**config.mk**
```make
export PLATFORM = sky130hd
export DESIGN_NAME = heater_jobs
export DESIGN_NICKNAME = d
export VERILOG_FILES = /design/src/design/heater_jobs_pkg.sv /design/src/design/chan_buf.sv /design/src/design/entry_tx.sv /design/src/design/heater_jobs.sv
export VERILOG_INCLUDE_DIRS = /design/src /design/src/design
export SDC_FILE = /design/constraint.sdc
export NUM_CORES = 2
export LEC_CHECK = 0
export BUFFER_PORTS_ARGS = -buffer_cell sky130_fd_sc_hd__buf_2
export CELL_PAD_IN_SITES_DETAIL_PLACEMENT = 1
export CELL_PAD_IN_SITES_GLOBAL_PLACEMENT = 2
export CORE_MARGIN = 10
export CORE_UTILIZATION = 48
export CTS_CLUSTER_SIZE = 24
export DETAILED_ROUTE_END_ITERATION = 8
export PLACE_DENSITY_LB_ADDON = 0.1
export SLEW_MARGIN = 20
export SYNTH_ARGS = -nofsm -noshare
export SYNTH_HDL_FRONTEND = slang
export SYNTH_HIERARCHICAL = 1
export SYNTH_SLANG_ARGS = --single-unit
```
**constraint.sdc**
```tcl
create_clock -name core_clk -period 13.45 [get_ports core_clk]
set_input_delay 1.345 -clock core_clk [delete_from_list [all_inputs] [get_ports core_clk]]
set_output_delay 1.345 -clock core_clk [all_outputs]
set_load 0.01 [all_outputs]
```
**src/design/heater_jobs_defines.svh**
```systemverilog
// Job codes, entry lengths, code values and fixed values for the job handler
`ifndef HEATER_JOBS_DEFINES_SVH
`define HEATER_JOBS_DEFINES_SVH

// Job codes seen on the job port
`define JOB_CH_FAULT 8'h15
`define JOB_CH_ALARM 8'h16
`define JOB_DIAG_RUN 8'h17
`define JOB_CTL_OUT 8'h1E
`define JOB_ACT_VAL 8'h1F
`define JOB_TEMP 8'h20
`define JOB_RESET 8'h28

// Channel fault codes
`define FLT_OK 8'h00
`define FLT_TYPE1 8'h01
`define FLT_TYPE2 8'h02
`define FLT_TYPE2_EXT 8'h03
`define FLT_TYPE3 8'h04
`define FLT_TYPE4 8'h05
`define FLT_TYPE5 8'h06

// Channel alarm codes
`define ALM_OK 8'h00
`define ALM_SETPOINT_FIELD 8'h01
`define ALM_LINE_COMP 8'h02

// Entry lengths in bytes
`define LEN_ENTRY 3'h3
`define LEN_ACT 3'h6

// Largest controller output value
`define CTL_MAX 7'h64

// Marker values for measured quantities
`define VAL_INVALID 16'hFFFF
`define TEMP_RELAY 16'h0000

`endif

```
**src/design/heater_jobs_pkg.sv**
```systemverilog
// Types shared by the job handler
package heater_jobs_pkg;

	// Job handler states, one-hot
	typedef enum logic [10:0] {
		ST_IDLE = 11'b000_0000_0001,
		ST_FLT = 11'b000_0000_0010,
		ST_ALM = 11'b000_0000_0100,
		ST_DIAG = 11'b000_0000_1000,
		ST_DWAIT = 11'b000_0001_0000,
		ST_CTL = 11'b000_0010_0000,
		ST_ACT = 11'b000_0100_0000,
		ST_TMP = 11'b000_1000_0000,
		ST_DONE = 11'b001_0000_0000,
		ST_RST = 11'b010_0000_0000,
		ST_RGO = 11'b100_0000_0000
	} job_state_e;

endpackage : heater_jobs_pkg

```
**src/design/chan_buf.sv**
```systemverilog
// Per-channel code store with changed markers
`timescale 1ns/1ps
`include "heater_jobs_defines.svh"

module chan_buf #(
	parameter int N = 128,
	parameter int CW = 7
) (
	input wire logic core_clk,
	input wire logic rstn,
	input wire logic upd,
	input wire logic [CW-1:0] upd_idx,
	input wire logic [7:0] upd_code,
	input wire logic [CW-1:0] rd_idx,
	input wire logic clr,
	output logic [7:0] rd_code,
	output logic rd_chg
);
	// Stored codes, one per channel
	logic [7:0] code_r [N];
	// Changed markers
	logic [N-1:0] chg_r;
	logic [N-1:0] chg_nxt;
	// A new code that differs from the stored one
	wire set = upd && (upd_code != code_r[upd_idx]);

	assign rd_code = code_r[rd_idx];
	assign rd_chg = chg_r[rd_idx];

	// Marker update; a set in the clearing cycle wins
	always_comb
	begin
		chg_nxt = chg_r;
		if (clr)
			chg_nxt[rd_idx] = 1'b0; // [RULE20]
		if (set)
			chg_nxt[upd_idx] = 1'b1; // [RULE20]
	end

	// Storage; reading never touches the codes
	always_ff @(posedge core_clk)
	begin
		if (!rstn)
		begin
			chg_r <= '0;
			for (int i = 0; i < N; i++)
				code_r[i] <= 8'h00;
		end
		else
		begin
			chg_r <= chg_nxt;
			if (upd)
				code_r[upd_idx] <= upd_code; // [RULE1] [RULE4]
		end
	end

endmodule : chan_buf

```
**src/design/entry_tx.sv**
```systemverilog
// Byte serialiser for one response entry of up to six bytes
`timescale 1ns/1ps

module entry_tx #(
	parameter int NB = 6
) (
	input wire logic core_clk,
	input wire logic rstn,
	input wire logic load,
	input wire logic [2:0] len,
	input wire logic [8*NB-1:0] word,
	input wire logic flush,
	input wire logic ready,
	output logic valid,
	output logic [7:0] data,
	output logic idle
);
	// Entry bytes, first byte at the top
	logic [8*NB-1:0] buf_r;
	// Bytes still to send
	logic [2:0] cnt_r;
	logic valid_r;

	assign valid = valid_r;
	assign data = buf_r[8*NB-1 -: 8];
	assign idle = (cnt_r == 3'h0);

	// Load when empty, shift on each accepted byte, flush drops all
	always_ff @(posedge core_clk)
	begin
		if (!rstn || flush)
		begin
			buf_r <= '0;
			cnt_r <= 3'h0;
			valid_r <= 1'b0;
		end
		else if (load && idle)
		begin
			buf_r <= word;
			cnt_r <= len;
			valid_r <= (len != 3'h0);
		end
		else if (valid_r && ready)
		begin
			buf_r <= buf_r << 8;
			cnt_r <= cnt_r - 3'h1;
			valid_r <= (cnt_r != 3'h1);
		end
	end

endmodule : entry_tx

```
**src/design/heater_jobs.sv**
```systemverilog
// Acyclic job handler: readout jobs, one-off diagnostic cycle and reset
// Function
// RULE1 - Fault job reads buffer, never clears it
// RULE2 - Only changed entries; empty reply means nothing
// RULE3 - Entry: channel number, then fault code
// RULE4 - Alarm job: changed entries, buffer kept
// RULE5 - Entry: channel number, then alarm code
// RULE6 - Diag job runs one cycle, always accepted; code takes it only when idle
// RULE7 - Diag results sent at once, bypass buffer
// RULE8 - Diag covers every channel of detected modules
// RULE9 - Output readout for all detected channels, 0..100
// RULE10 - Output value is the combined corrected value
// RULE11 - Output entry: channel, flag bit7, value bits6-0
// RULE12 - Actual values: channel, current, power
// RULE13 - Measured values valid only when conditions met
// RULE14 - Temperature per module; relay 0, invalid FFFF
// RULE15 - Over upper threshold marks temperature invalid
// RULE16 - Reset job acknowledged, then restart
// RULE17 - Reset job has no data, accepted always
// RULE18 - Master reinitialises after reset
// RULE19 - Master reads faults/alarms when flagged
// RULE20 - Changed markers cleared once reported
`timescale 1ns/1ps
`include "heater_jobs_defines.svh"

module heater_jobs
	import heater_jobs_pkg::*;
#(
	parameter int NMOD = 16,
	parameter int CPM_LOG = 3
) (
	input wire logic core_clk,
	input wire logic rstn,
	// Job request
	input wire logic job_valid,
	input wire logic [7:0] job_code,
	input wire logic [15:0] job_chan,
	output logic job_busy,
	// Response byte stream
	output logic rsp_valid,
	output logic [7:0] rsp_data,
	input wire logic rsp_ready,
	output logic rsp_done,
	// Fault and alarm updates from channel monitoring
	input wire logic flt_upd,
	input wire logic [15:0] flt_chan,
	input wire logic [7:0] flt_code,
	input wire logic alm_upd,
	input wire logic [15:0] alm_chan,
	input wire logic [7:0] alm_code,
	// Modules found at start-up
	input wire logic [NMOD-1:0] mod_present,
	input wire logic [NMOD-1:0] mod_relay,
	input wire logic [NMOD-1:0] mod_overtemp,
	// Index of channel or module whose data is shown below
	output logic [$clog2(NMOD)+CPM_LOG-1:0] scan_idx,
	input wire logic [15:0] mod_temp,
	input wire logic [6:0] ctl_value,
	input wire logic ctl_flag,
	input wire logic [15:0] meas_current,
	input wire logic [15:0] meas_power,
	input wire logic init_done,
	input wire logic mode_active,
	input wire logic ext_cur_diag,
	// One-off diagnostic cycle
	output logic diag_run,
	output logic diag_req,
	input wire logic diag_ack,
	input wire logic [7:0] diag_code,
	// Software restart request
	output logic sw_reset
);
	localparam int MW = $clog2(NMOD);
	localparam int CW = MW + CPM_LOG;
	localparam int NCH = NMOD << CPM_LOG;

	// Handler state and scan index
	job_state_e state_r;
	job_state_e state_nxt;
	logic [CW-1:0] idx_r;
	logic [CW-1:0] idx_nxt;
	// Output flops
	logic busy_r;
	logic done_r;
	logic reset_r;
	logic diag_run_r;
	logic diag_req_r;
	// Per-cycle controls
	logic done_nxt;
	logic reset_nxt;
	logic diag_req_nxt;
	logic tx_load;
	logic [2:0] tx_len;
	logic [47:0] tx_word;
	logic flt_clr;
	logic alm_clr;
	// Buffer reads
	logic [7:0] flt_rd;
	logic flt_chg;
	logic [7:0] alm_rd;
	logic alm_chg;
	logic tx_idle;

	// Decoding
	wire reset_job = job_valid && (job_code == `JOB_RESET);
	wire [15:0] chan_num = {{(16-CW){1'b0}}, idx_r} + 16'h0001;
	wire [15:0] job_chan_m1 = job_chan - 16'h0001;
	wire [CW-1:0] job_idx = job_chan_m1[CW-1:0];
	wire [MW-1:0] mod_idx = idx_r[CW-1:CPM_LOG];
	wire [MW-1:0] tmp_idx = idx_r[MW-1:0];
	wire chan_present = mod_present[mod_idx];
	wire last_ch = (idx_r == CW'(NCH - 1));
	wire last_mod = (tmp_idx == MW'(NMOD - 1));
	wire [7:0] mod_num = {{(8-MW){1'b0}}, tmp_idx} + 8'h01;
	// Saturate the combined output value to its top
	wire [6:0] ctl_sat = (ctl_value > `CTL_MAX) ? `CTL_MAX : ctl_value; // [RULE9] [RULE10]
	// Measured values hold only when every condition is met
	wire meas_ok = init_done && mode_active && ext_cur_diag; // [RULE13]
	wire [15:0] cur_val = meas_ok ? meas_current : `VAL_INVALID; // [RULE13]
	wire [15:0] pow_val = meas_ok ? meas_power : `VAL_INVALID; // [RULE13]
	// Relay slots read zero, over-threshold reads invalid
	wire [15:0] temp_val = mod_relay[tmp_idx] ? `TEMP_RELAY :
		(mod_overtemp[tmp_idx] ? `VAL_INVALID : mod_temp); // [RULE14] [RULE15]

	assign job_busy = busy_r;
	assign rsp_done = done_r;
	assign sw_reset = reset_r;
	assign diag_run = diag_run_r;
	assign diag_req = diag_req_r;
	assign scan_idx = idx_r;

	// Channel fault buffer
	chan_buf #(
		.N(NCH),
		.CW(CW)
	) u_flt_buf (
		.core_clk(core_clk),
		.rstn(rstn),
		.upd(flt_upd),
		.upd_idx(flt_chan[CW-1:0]),
		.upd_code(flt_code),
		.rd_idx(idx_r),
		.clr(flt_clr),
		.rd_code(flt_rd),
		.rd_chg(flt_chg)
	);

	// Channel alarm buffer, kept apart from faults
	chan_buf #(
		.N(NCH),
		.CW(CW)
	) u_alm_buf (
		.core_clk(core_clk),
		.rstn(rstn),
		.upd(alm_upd),
		.upd_idx(alm_chan[CW-1:0]),
		.upd_code(alm_code),
		.rd_idx(idx_r),
		.clr(alm_clr),
		.rd_code(alm_rd),
		.rd_chg(alm_chg)
	);

	// Response serialiser; a reset job drops any pending bytes
	entry_tx #(
		.NB(6)
	) u_tx (
		.core_clk(core_clk),
		.rstn(rstn),
		.load(tx_load),
		.len(tx_len),
		.word(tx_word),
		.flush(reset_job),
		.ready(rsp_ready),
		.valid(rsp_valid),
		.data(rsp_data),
		.idle(tx_idle)
	);

	// Next state, scan stepping and entry formation
	always_comb
	begin
		state_nxt = state_r;
		idx_nxt = idx_r;
		tx_load = 1'b0;
		tx_len = `LEN_ENTRY;
		tx_word = 48'h0000_0000_0000;
		flt_clr = 1'b0;
		alm_clr = 1'b0;
		diag_req_nxt = 1'b0;
		done_nxt = 1'b0;
		reset_nxt = 1'b0;
		unique case (state_r)
			ST_IDLE:
			begin
				// Start a job; scans begin at the first index
				if (job_valid)
				begin
					idx_nxt = '0;
					if (job_code == `JOB_CH_FAULT)
						state_nxt = ST_FLT;
					else if (job_code == `JOB_CH_ALARM)
						state_nxt = ST_ALM;
					else if (job_code == `JOB_DIAG_RUN)
						state_nxt = ST_DIAG; // [RULE6]
					else if (job_code == `JOB_CTL_OUT)
						state_nxt = ST_CTL;
					else if (job_code == `JOB_ACT_VAL)
					begin
						idx_nxt = job_idx;
						state_nxt = ST_ACT;
					end
					else if (job_code == `JOB_TEMP)
						state_nxt = ST_TMP;
					else if (reset_job)
						state_nxt = ST_RST; // [RULE17]
					else
						state_nxt = ST_DONE;
				end
			end
			ST_FLT:
			begin
				// Send changed fault entries only, clearing their markers
				if (!flt_chg || tx_idle)
				begin
					tx_load = flt_chg; // [RULE2]
					tx_word = {chan_num, flt_rd, 24'h00_0000}; // [RULE3] [RULE1]
					flt_clr = flt_chg; // [RULE20]
					if (last_ch)
						state_nxt = ST_DONE;
					else
						idx_nxt = idx_r + 1'b1;
				end
			end
			ST_ALM:
			begin
				// Send changed alarm entries only, clearing their markers
				if (!alm_chg || tx_idle)
				begin
					tx_load = alm_chg; // [RULE4]
					tx_word = {chan_num, alm_rd, 24'h00_0000}; // [RULE5]
					alm_clr = alm_chg; // [RULE20]
					if (last_ch)
						state_nxt = ST_DONE;
					else
						idx_nxt = idx_r + 1'b1;
				end
			end
			ST_DIAG:
			begin
				// Test every channel of a detected module, loaded or not
				if (!chan_present)
				begin
					if (last_ch)
						state_nxt = ST_DONE;
					else
						idx_nxt = idx_r + 1'b1;
				end
				else if (tx_idle)
				begin
					diag_req_nxt = 1'b1; // [RULE8]
					state_nxt = ST_DWAIT;
				end
			end
			ST_DWAIT:
			begin
				// Result goes straight out, never into the fault buffer
				if (diag_ack)
				begin
					tx_load = 1'b1; // [RULE7]
					tx_word = {chan_num, diag_code, 24'h00_0000}; // [RULE7]
					if (last_ch)
						state_nxt = ST_DONE;
					else
					begin
						idx_nxt = idx_r + 1'b1;
						state_nxt = ST_DIAG;
					end
				end
			end
			ST_CTL:
			begin
				// One output entry per detected channel
				if (!chan_present || tx_idle)
				begin
					tx_load = chan_present; // [RULE9]
					tx_word = {chan_num, ctl_flag, ctl_sat, 24'h00_0000}; // [RULE11]
					if (last_ch)
						state_nxt = ST_DONE;
					else
						idx_nxt = idx_r + 1'b1;
				end
			end
			ST_ACT:
			begin
				// Addressed channel: number, current, power
				if (tx_idle)
				begin
					tx_load = 1'b1;
					tx_len = `LEN_ACT;
					tx_word = {chan_num, cur_val, pow_val}; // [RULE12]
					state_nxt = ST_DONE;
				end
			end
			ST_TMP:
			begin
				// One temperature entry per detected module
				if (!mod_present[tmp_idx] || tx_idle)
				begin
					tx_load = mod_present[tmp_idx]; // [RULE14]
					tx_word = {mod_num, temp_val, 24'h00_0000}; // [RULE14]
					if (last_mod)
						state_nxt = ST_DONE;
					else
						idx_nxt = idx_r + 1'b1;
				end
			end
			ST_DONE:
			begin
				// Close the reply once the last byte has gone
				if (tx_idle)
				begin
					done_nxt = 1'b1; // [RULE2]
					state_nxt = ST_IDLE;
				end
			end
			ST_RST:
			begin
				// Acknowledge the reset job first
				if (tx_idle)
				begin
					done_nxt = 1'b1; // [RULE16]
					state_nxt = ST_RGO;
				end
			end
			ST_RGO:
			begin
				// Restart only after the acknowledgement
				reset_nxt = 1'b1; // [RULE16]
				state_nxt = ST_IDLE;
			end
		endcase
		// A reset job aborts any job in progress
		if (reset_job && (state_r != ST_IDLE))
		begin
			state_nxt = ST_RST; // [RULE17]
			tx_load = 1'b0;
			diag_req_nxt = 1'b0;
		end
	end

	// State and index
	always_ff @(posedge core_clk)
	begin
		if (!rstn)
		begin
			state_r <= ST_IDLE;
			idx_r <= '0;
		end
		else
		begin
			state_r <= state_nxt;
			idx_r <= idx_nxt;
		end
	end

	// Registered outputs
	always_ff @(posedge core_clk)
	begin
		if (!rstn)
		begin
			busy_r <= 1'b0;
			done_r <= 1'b0;
			reset_r <= 1'b0;
			diag_run_r <= 1'b0;
			diag_req_r <= 1'b0;
		end
		else
		begin
			busy_r <= (state_nxt != ST_IDLE);
			done_r <= done_nxt;
			reset_r <= reset_nxt;
			diag_run_r <= (state_nxt == ST_DIAG) || (state_nxt == ST_DWAIT); // [RULE6]
			diag_req_r <= diag_req_nxt;
		end
	end

endmodule : heater_jobs

```
# ---- Word level (Yosys, flattened, before mapping)
# Memories as Yosys holds them, arrays and structs flattened. A register that Yosys moved wholly into a read port is not among the register bits.
# Cells that the tools add are included.
dict set report op_classes {
  n_shift 0
  reduce_logical 32
  mul 0
  n_bitwise 8
  eq_ne 35
  n_lt_le_gt_ge 9
  muxes 108
  div 0
  add_sub_neg 5
}
# operator n
set op_table {}
lappend op_table {{128-bit two-way mux} 4}
lappend op_table {{45-bit one-hot mux with 6 select lines} 1}
lappend op_table {{128-bit bitwise AND} 2}
lappend op_table {{128-bit OR} 2}
lappend op_table {{40-bit two-way mux} 5}
lappend op_table {{11-bit two-way mux} 14}
lappend op_table {{7-bit two-way mux} 21}
lappend op_table {{128-bit NOT} 1}
lappend op_table {{11-bit one-hot mux with 11 select lines} 1}
lappend op_table {{48-bit two-way mux} 2}
lappend op_table {{10-bit two-way mux} 7}
lappend op_table {{16-bit two-way mux} 4}
lappend op_table {{7-bit one-hot mux with 7 select lines} 1}
lappend op_table {{45-bit two-way mux} 1}
lappend op_table {{8-bit by 5-bit == test with 1-bit output, second input constant} 5}
lappend op_table {{1-bit two-way mux} 30}
lappend op_table {{7-bit by 8-bit less-than comparator with 1-bit output, second input constant} 3}
lappend op_table {{11-bit by 4-bit == test with 1-bit output, second input constant} 2}
lappend op_table {{11-bit by 5-bit == test with 1-bit output, second input constant} 2}
lappend op_table {{11-bit by 1-bit inequality test with 1-bit output, second input constant} 2}
lappend op_table {{1-bit demux with 7-bit select} 3}
lappend op_table {{7-bit by 1-bit greater-or-equal comparator with 1-bit output, second input constant} 3}
lappend op_table {{1-bit binary-select mux with 4-bit select} 4}
lappend op_table {{8-bit by 6-bit == test with 1-bit output, second input constant} 2}
lappend op_table {{39 further kinds} 75}
dict set report word_totals {
  wordCells 211
  memories 2
  latchBits 0
  input_bits 194
  ram_bits 2048
  register_bits 331
  output_inout_bits 21
  rom_bits 0
}
# name depth word_bits rd rd_ports_with_merged_regs wr line_no
set mem_list {}
lappend mem_list {u_alm_buf.code_r 128 8 2 1 128 chan_buf.sv:20} ;# logic [7:0] code_r [N];
lappend mem_list {u_flt_buf.code_r 128 8 2 1 128 chan_buf.sv:20}

# ---- Depth between registers and ports, before layout
dict set report logic_depth {
  word_depth 14
  mapped_depth 22
  depth_no_buf 17
}

# ---- Modules after synthesis
# Netlist, hierarchy kept.
# mod seq_area_each_um2 area_each_um2 cells_per_inst n_inst
set by_module_without_submodules {}
lappend by_module_without_submodules {{chan_buf (u_flt_buf)} 33311.9 61899.4 5012 1}
lappend by_module_without_submodules {{chan_buf (u_alm_buf)} 33311.9 59002.8 4709 1}
lappend by_module_without_submodules {heater_jobs 460.4 3369.5 479 1}
lappend by_module_without_submodules {entry_tx 1041.0 2254.7 297 1}

# ---- Worst setup path after synthesis
# No wires, ideal clock.
dict set report synth_path {
  kind {reg2reg}
  start {register idx_r[2] (netlist: scan_idx[2])}
  end {register busy_r (netlist: job_busy)}
  n_path_buf 5
  setup_ps 125
  setup_slack_ps 8926
  required_time_ps 13325
  stages_incl_launch_ff 18
  period_less_slack_ps 4524
  arrival_ps 4399
  path_cell_list {dfxtp_1 buf_2 buf_1 buf_1 buf_1 buf_2 mux2_2 a221oi_1 o21ai_0 a221oi_1 nand3_1 nand2b_1 a31oi_1 o21ai_0 and2_1 a31oi_1 or3_1 o41a_1}
}
dict set report synth_between {
  elab_chain_cells 8
  word_cells_on_any_way 26
  classes_between {3 x eq/ne; 17 x mux; 6 x reduce/logical}
}
# element line_no
set synth_rtl {}
lappend synth_rtl {{from (decl)} heater_jobs.sv:80} ;# logic [CW-1:0] idx_r;
lappend synth_rtl {{from (signal assigned)} heater_jobs.sv:363} ;# idx_r <= idx_nxt;
lappend synth_rtl {{1-bit binary-select mux with 7-bit select} chan_buf.sv:28} ;# assign rd_chg = chg_r[rd_idx];
lappend synth_rtl {{1-bit two-way mux (implied by the code)} chan_buf.sv:28}
lappend synth_rtl {{named net flt_chg} heater_jobs.sv:99} ;# logic flt_chg;
lappend synth_rtl {{1-bit logical NOT} heater_jobs.sv:224} ;# if (!flt_chg || tx_idle)
lappend synth_rtl {{1-bit logical OR} heater_jobs.sv:224}
lappend synth_rtl {{11-bit two-way mux} heater_jobs.sv:224}
lappend synth_rtl {{11-bit one-hot mux with 11 select lines} heater_jobs.sv:193} ;# unique case (state_r)
lappend synth_rtl {{11-bit two-way mux} heater_jobs.sv:344} ;# if (reset_job && (state_r != ST_IDLE))
lappend synth_rtl {{11-bit by 1-bit inequality test with 1-bit output} heater_jobs.sv:380} ;# busy_r <= (state_nxt != ST_IDLE);
lappend synth_rtl {{to (signal assigned)} heater_jobs.sv:380}
lappend synth_rtl {{to (decl)} heater_jobs.sv:83} ;# logic busy_r;
# The timed path passes the listed nets, and every way through them passes these cells. The select of a mux whose other input is x is not followed.
# A chain may end at the register's enable or synchronous reset.

# ---- Worst setup path in the final report
dict set report layout_path {
  start {register idx_r[1] (netlist: scan_idx[1])}
  end {register u_flt_buf.chg_r[45]}
}
dict set report layout_between {
  elab_chain_cells 9
  word_cells_on_any_way 16
  classes_between {2 x order compare; 8 x mux; 3 x bitwise; 3 x reduce/logical}
}
# element line_no
set layout_rtl {}
lappend layout_rtl {{1-bit binary-select mux with 7-bit select (*)} chan_buf.sv:28}
lappend layout_rtl {{1-bit two-way mux (implied by the code) (*)} chan_buf.sv:28}
lappend layout_rtl {{named net flt_chg} heater_jobs.sv:99}
lappend layout_rtl {{1-bit logical NOT} heater_jobs.sv:224}
lappend layout_rtl {{1-bit logical OR} heater_jobs.sv:224}
lappend layout_rtl {{1-bit two-way mux (*)} heater_jobs.sv:224}
lappend layout_rtl {{1-bit two-way mux (*)} heater_jobs.sv:193}
lappend layout_rtl {{named net flt_clr} heater_jobs.sv:95} ;# logic flt_clr;
lappend layout_rtl {{128-bit two-way mux (*)} chan_buf.sv:34} ;# if (clr)
lappend layout_rtl {{128-bit OR (no line)} n/a}
lappend layout_rtl {{128-bit two-way mux (*)} chan_buf.sv:36} ;# if (set)
lappend layout_rtl {{to (signal assigned)} chan_buf.sv:51} ;# chg_r <= chg_nxt;
lappend layout_rtl {{to (decl)} chan_buf.sv:22} ;# logic [N-1:0] chg_r;
# Mark *: on every way through the listed nets, which the timed path passes. The rest lies on a longest branch. The select of a mux whose other input is x is not followed.

==> impl_metrics.csv <==
group,metric,value,unit
synth,synthesis.area,127000,sq um
pwr,fin_total_pwr,18400,uW
synth,synth_warnings,6,
pwr,swShare,26.3,%
clock_tree,number_of_clock_sinks_seen_by_cts,2379,
pwr,netSwitchingPower,4830,uW
pwr,power_leakage,0.0459,uW
critical_path,cp-start-kind,"register",
cells_and_area,layout-drive-gt1-share,16.6,%
critical_path,crit_type,"reg2reg",
global_routing,grt_pass1_vias,102000,
critical_path,critical_path_required,14.21,ns
timing,tns,0,ns
cells_and_area,fin_util,53.3,%
drt,avgRoutedWirePerCell,41.6,um
pwr,power_frac_comb,11.0,%
drt,postRouteAntennaNets,0,
global_routing,antenna_found_initial,42,
critical_path,critPathArrivalTime,8.33,ns
timing,finalMaxSlewViolations,0,
global_routing,grt_max_degree,130,
clock_tree,post-cts-setup-buffers,0,
clock_tree,postCtsResizedCells,0,
global_routing,first_pass_grt_wire_length,807000,um
floorplan,num_io_pins,215,
cells_and_area,final_net_count,10400,
clock_tree,cts_made_buffers,282,
clock_tree,clk_path_buf_depth,4,
run,max_cap_violations,0,
min_path,hold_path_class,"reg2reg",
clock_tree,clock_insertion_delay_worst_skew,0.90,ns
pwr,power_frac_clock,42.5,%
critical_path,crit_path_end_kind,"register",
critical_path,crit_path_max_incr_delay,1.03,ns
drt,drt_pass1_iterations,8,
global_routing,global_route.usage.total,39.4,%
placement,dpl.cell_count,13400,
timing,final_min_period_over_clock_period,56.3,%
floorplan,die_area,285000,sq um
synth,syn_inst,10500,
pwr,p_int,13500,uW
critical_path,cp_max_fanout,26,
floorplan,rows,188,
synth,synth.avg_cell_area,12.1,sq um
synth,synth.distinct_cells,87,
drt,post-route-drc-count,0,
placement,finalWeightedCongestion,0.994,
run_status,outcome,"complete, no violations",
timing,hold_viol,0,
clock_tree,cts_h_tree_depth,5,
critical_path,cp_top_family,"simple AND/OR/NAND/NOR gates",
global_routing,globalRoute.totalOverflow,0,
synth,synthFlopType,"edfxtp_1",
cells_and_area,fill_cell_count,26300,
synth,ys_async_sr_fraction,0,%
drt,routed_wirelength,582000,um
cells_and_area,stdcell_count,14000,
drt,violation_count_after_the_first_detailed_routing_iteration,15000,
floorplan,start_util,48.2,%
pwr,cellPowerDensity,131,nW/um^2
critical_path,worst-path-buf-inv,6,
timing,clock.fmax,132,MHz
synth,number_of_synthesized_flops_with_an_enable_pin,2048,
floorplan,die_x,533,um
timing,finish_stage_setup_viols,0,
timing,unrepaired_setup_endpoints_after_global_routing,"no",
placement,portbufs,187,
clock_tree,cell_chosen_for_the_clock_root,"clkbuf_16",
drt,dr_total_vias,102000,
clock_tree,clk_pin_slew_worst_paths,0.06,ns
drt,post_drt_via_cell_ratio,7.28,
critical_path,worstPathCellList,"clkinv_2, buf_4, buf_4, nand2_1, nor2_2, buf_4, a22oi_1, nand2_1, o32ai_1, o21ai_0, o21ai_0, nand3_1, nand2_1, nor2_1, buf_4, and3_1, buf_4, nand2_1, a32o_1",
timing,slew_headroom,10.0,%
pwr,power_frac_seq,46.5,%
pwr,vdd_ir_drop_max,0.111,mV
floorplan,floorplan.core_area,262000,sq um
timing,period_needed,7.57,ns
synth,post_synthesis_sequential_area_ratio,53.8,%
clock_tree,ctsHoldBuffers,0,
floorplan,die_h,533,um
synth,synth_seq_cells,2379,
cells_and_area,area.growth.synth_to_final,10.5,%
timing,worst_setup_slack_after_layout,5.88,ns
timing,final.setup_skew,0.0457,ns
placement,pre_cts_slack,5.81,ns
placement,detailed_place_hpwl,372000,um
critical_path,max_stage_delay_cell_worst_path,"and3_1",
clock_tree,cts_tree,"built",
critical_path,worst_path_most_repeated_cell,"buf_4",
timing,tightestPinTransition,1.33,ns
==> cells in the mapped netlist, types with 7 or more instances <==
library cell     n  area share (%)
mux2_2         151             1.3
a21oi_1        239            0.95
edfxtp_1      2048              49
o22ai_1         59            0.29
a22oi_1        581             3.4
o221ai_1        62            0.43
a222oi_1        13            0.10
buf_1          105            0.31
nor2_1         514             1.5
nor3_1         299             1.2
nand4_1         99            0.49
or2_2           12           0.059
nor3b_1         11           0.065
buf_2          116            0.46
and3_1          33            0.16
mux2i_1        345             2.7
nand2_1        544             1.6
or4_1            8           0.047
clkbuf_1       771             2.3
a221oi_1       251             1.7
nor4b_1         14           0.097
dfxtp_1        331             5.2
nor4_1          38            0.19
o21ai_0        482             1.9
o211ai_1        43            0.26
nand2b_1        26            0.13
o31ai_1          7           0.042
a221o_1         66            0.52
and2_1        1823             9.0
nor2b_1         70            0.35
a31oi_1         82            0.41
buf_4           36            0.21
a32o_1         256             2.0
nand3_1        103            0.41
a41oi_1          9           0.062
xor2_1           9           0.062
buf_6           51            0.45
or3_1            9           0.044
a211oi_1        10           0.059
a22o_1         134            0.93
mux4_2         492             8.8
a2111oi_0        7           0.048
xnor2_1         21            0.15
inv_1           23           0.068
==> registers in the layout (all words and copies together), names as in the netlist <==
| register | count |
|---|---|
| u_alm_buf/code_r | 1024 |
| u_flt_buf/code_r | 1024 |
| u_alm_buf/chg_r | 128 |
| u_flt_buf/chg_r | 128 |
| u_tx/buf_r | 48 |
| state_r | 11 |
| scan_idx | 7 |
| u_tx/cnt_r | 3 |
| diag_req | 1 |
| diag_run | 1 |
| job_busy | 1 |
| rsp_done | 1 |
| sw_reset | 1 |
| u_tx/valid | 1 |
==> layout make-up <==
| type | count | area, sq um | share of cell area, % |
|---|---|---|---|
| antenna | 18 | 45.0 | 0.0322 |
| clock buffer | 406 | 8150 | 5.82 |
| clock inverter | 104 | 1050 | 0.750 |
| inverter | 25 | 103 | 0.0734 |
| multi-input combinational | 7017 | 54200 | 38.8 |
| sequential | 2379 | 68200 | 48.7 |
| tap | 3515 | 4400 | 3.14 |
| timing repair buffer | 514 | 3760 | 2.69 |
==> per-layer routing <==
layer | share of wire (%) | track usage [%] | wire (um)
met3 | 11 | 9.69 | 66300
met1 | 35 | 48.9 | 206000
met5 | 0.023 | 0 | 136
met4 | 9.3 | 30.0 | 54000
met2 | 44 | 59.4 | 256000
==> cells in the final DEF, fill, tap and decap left out, types with 134 or more instances in the layout <==
| cell | count |
|---|---|
| a22o_1 | 134 |
| mux2_2 | 151 |
| clkbuf_16 | 297 |
| o21ai_0 | 266 |
| dfxtp_1 | 324 |
| a32o_1 | 256 |
| nor3_1 | 288 |
| nand2_1 | 527 |
| mux4_2 | 492 |
| a221oi_1 | 249 |
| o21ai_1 | 175 |
| and2_1 | 1821 |
| edfxtp_1 | 2048 |
| nor2_1 | 491 |
| a22oi_1 | 581 |
| buf_2 | 166 |
| buf_4 | 319 |
| a21oi_1 | 239 |
| mux2i_1 | 345 |
==> per-stage QoR <==
stage               cell area [sq um]  hold WS (ns)
floorplan                      127000         0.430
global placement               130000         0.444
detailed placement             130000         0.444
CTS                            140000         0.460
global route                   140000         0.476
finish                         140000         0.459
==> power groups by stage <==
stage	registers [uW]	logic (uW)	clock network, uW
2_1_floorplan	8590	1070	0
3_3_place_gp	8660	1880	0
3_5_place_dp	8690	1910	0
4_1_cts	8540	1910	7830
5_1_grt	8570	2020	8140
6_report	8550	2010	7810
==> kinds of logic (layout without fill, tap and decap cells) <==
family | count (synthesis) | count (layout) | share of synthesized area (%)
AO/OA/AOI/OAI | 2348 | 2348 | 13.6
multiplexers | 993 | 993 | 12.9
XOR/XNOR | 30 | 30 | 0.208
flip-flops | 2379 | 2379 | 53.8
other | 2 | 23 | 0.00594
AND/OR/NAND/NOR | 3636 | 3636 | 15.6
adder cells (fa/ha/maj) | 5 | 5 | 0.0494
buffers and inverters | 1104 | 1049 | 3.80
==> worst register-to-register path: cells and delay by family (launching register included) <==
| kind | cells | cell delay (ns) |
|---|---|---|
| buffers and inverters | 6 | 2.39 |
| AOI/OAI and AO/OA | 5 | 1.12 |
| and+or+nand+nor | 8 | 3.45 |
| DFF | 1 | 0.48 |
==> path summary, 6_finish.rpt <==
kind | depth (start not counted) | endpoint | startpoint | slack (ns)
max | 19 | u_flt_buf/chg_r[45] | scan_idx[1] | 5.88
min | 2 | u_tx/buf_r[12] | u_tx/buf_r[12] | 0.46
max reg2reg | 19 | u_flt_buf/chg_r[45] | scan_idx[1] | 5.88
min reg2reg | 2 | u_tx/buf_r[12] | u_tx/buf_r[12] | 0.46
No activity file was read; power rests on OpenSTA's default activity.
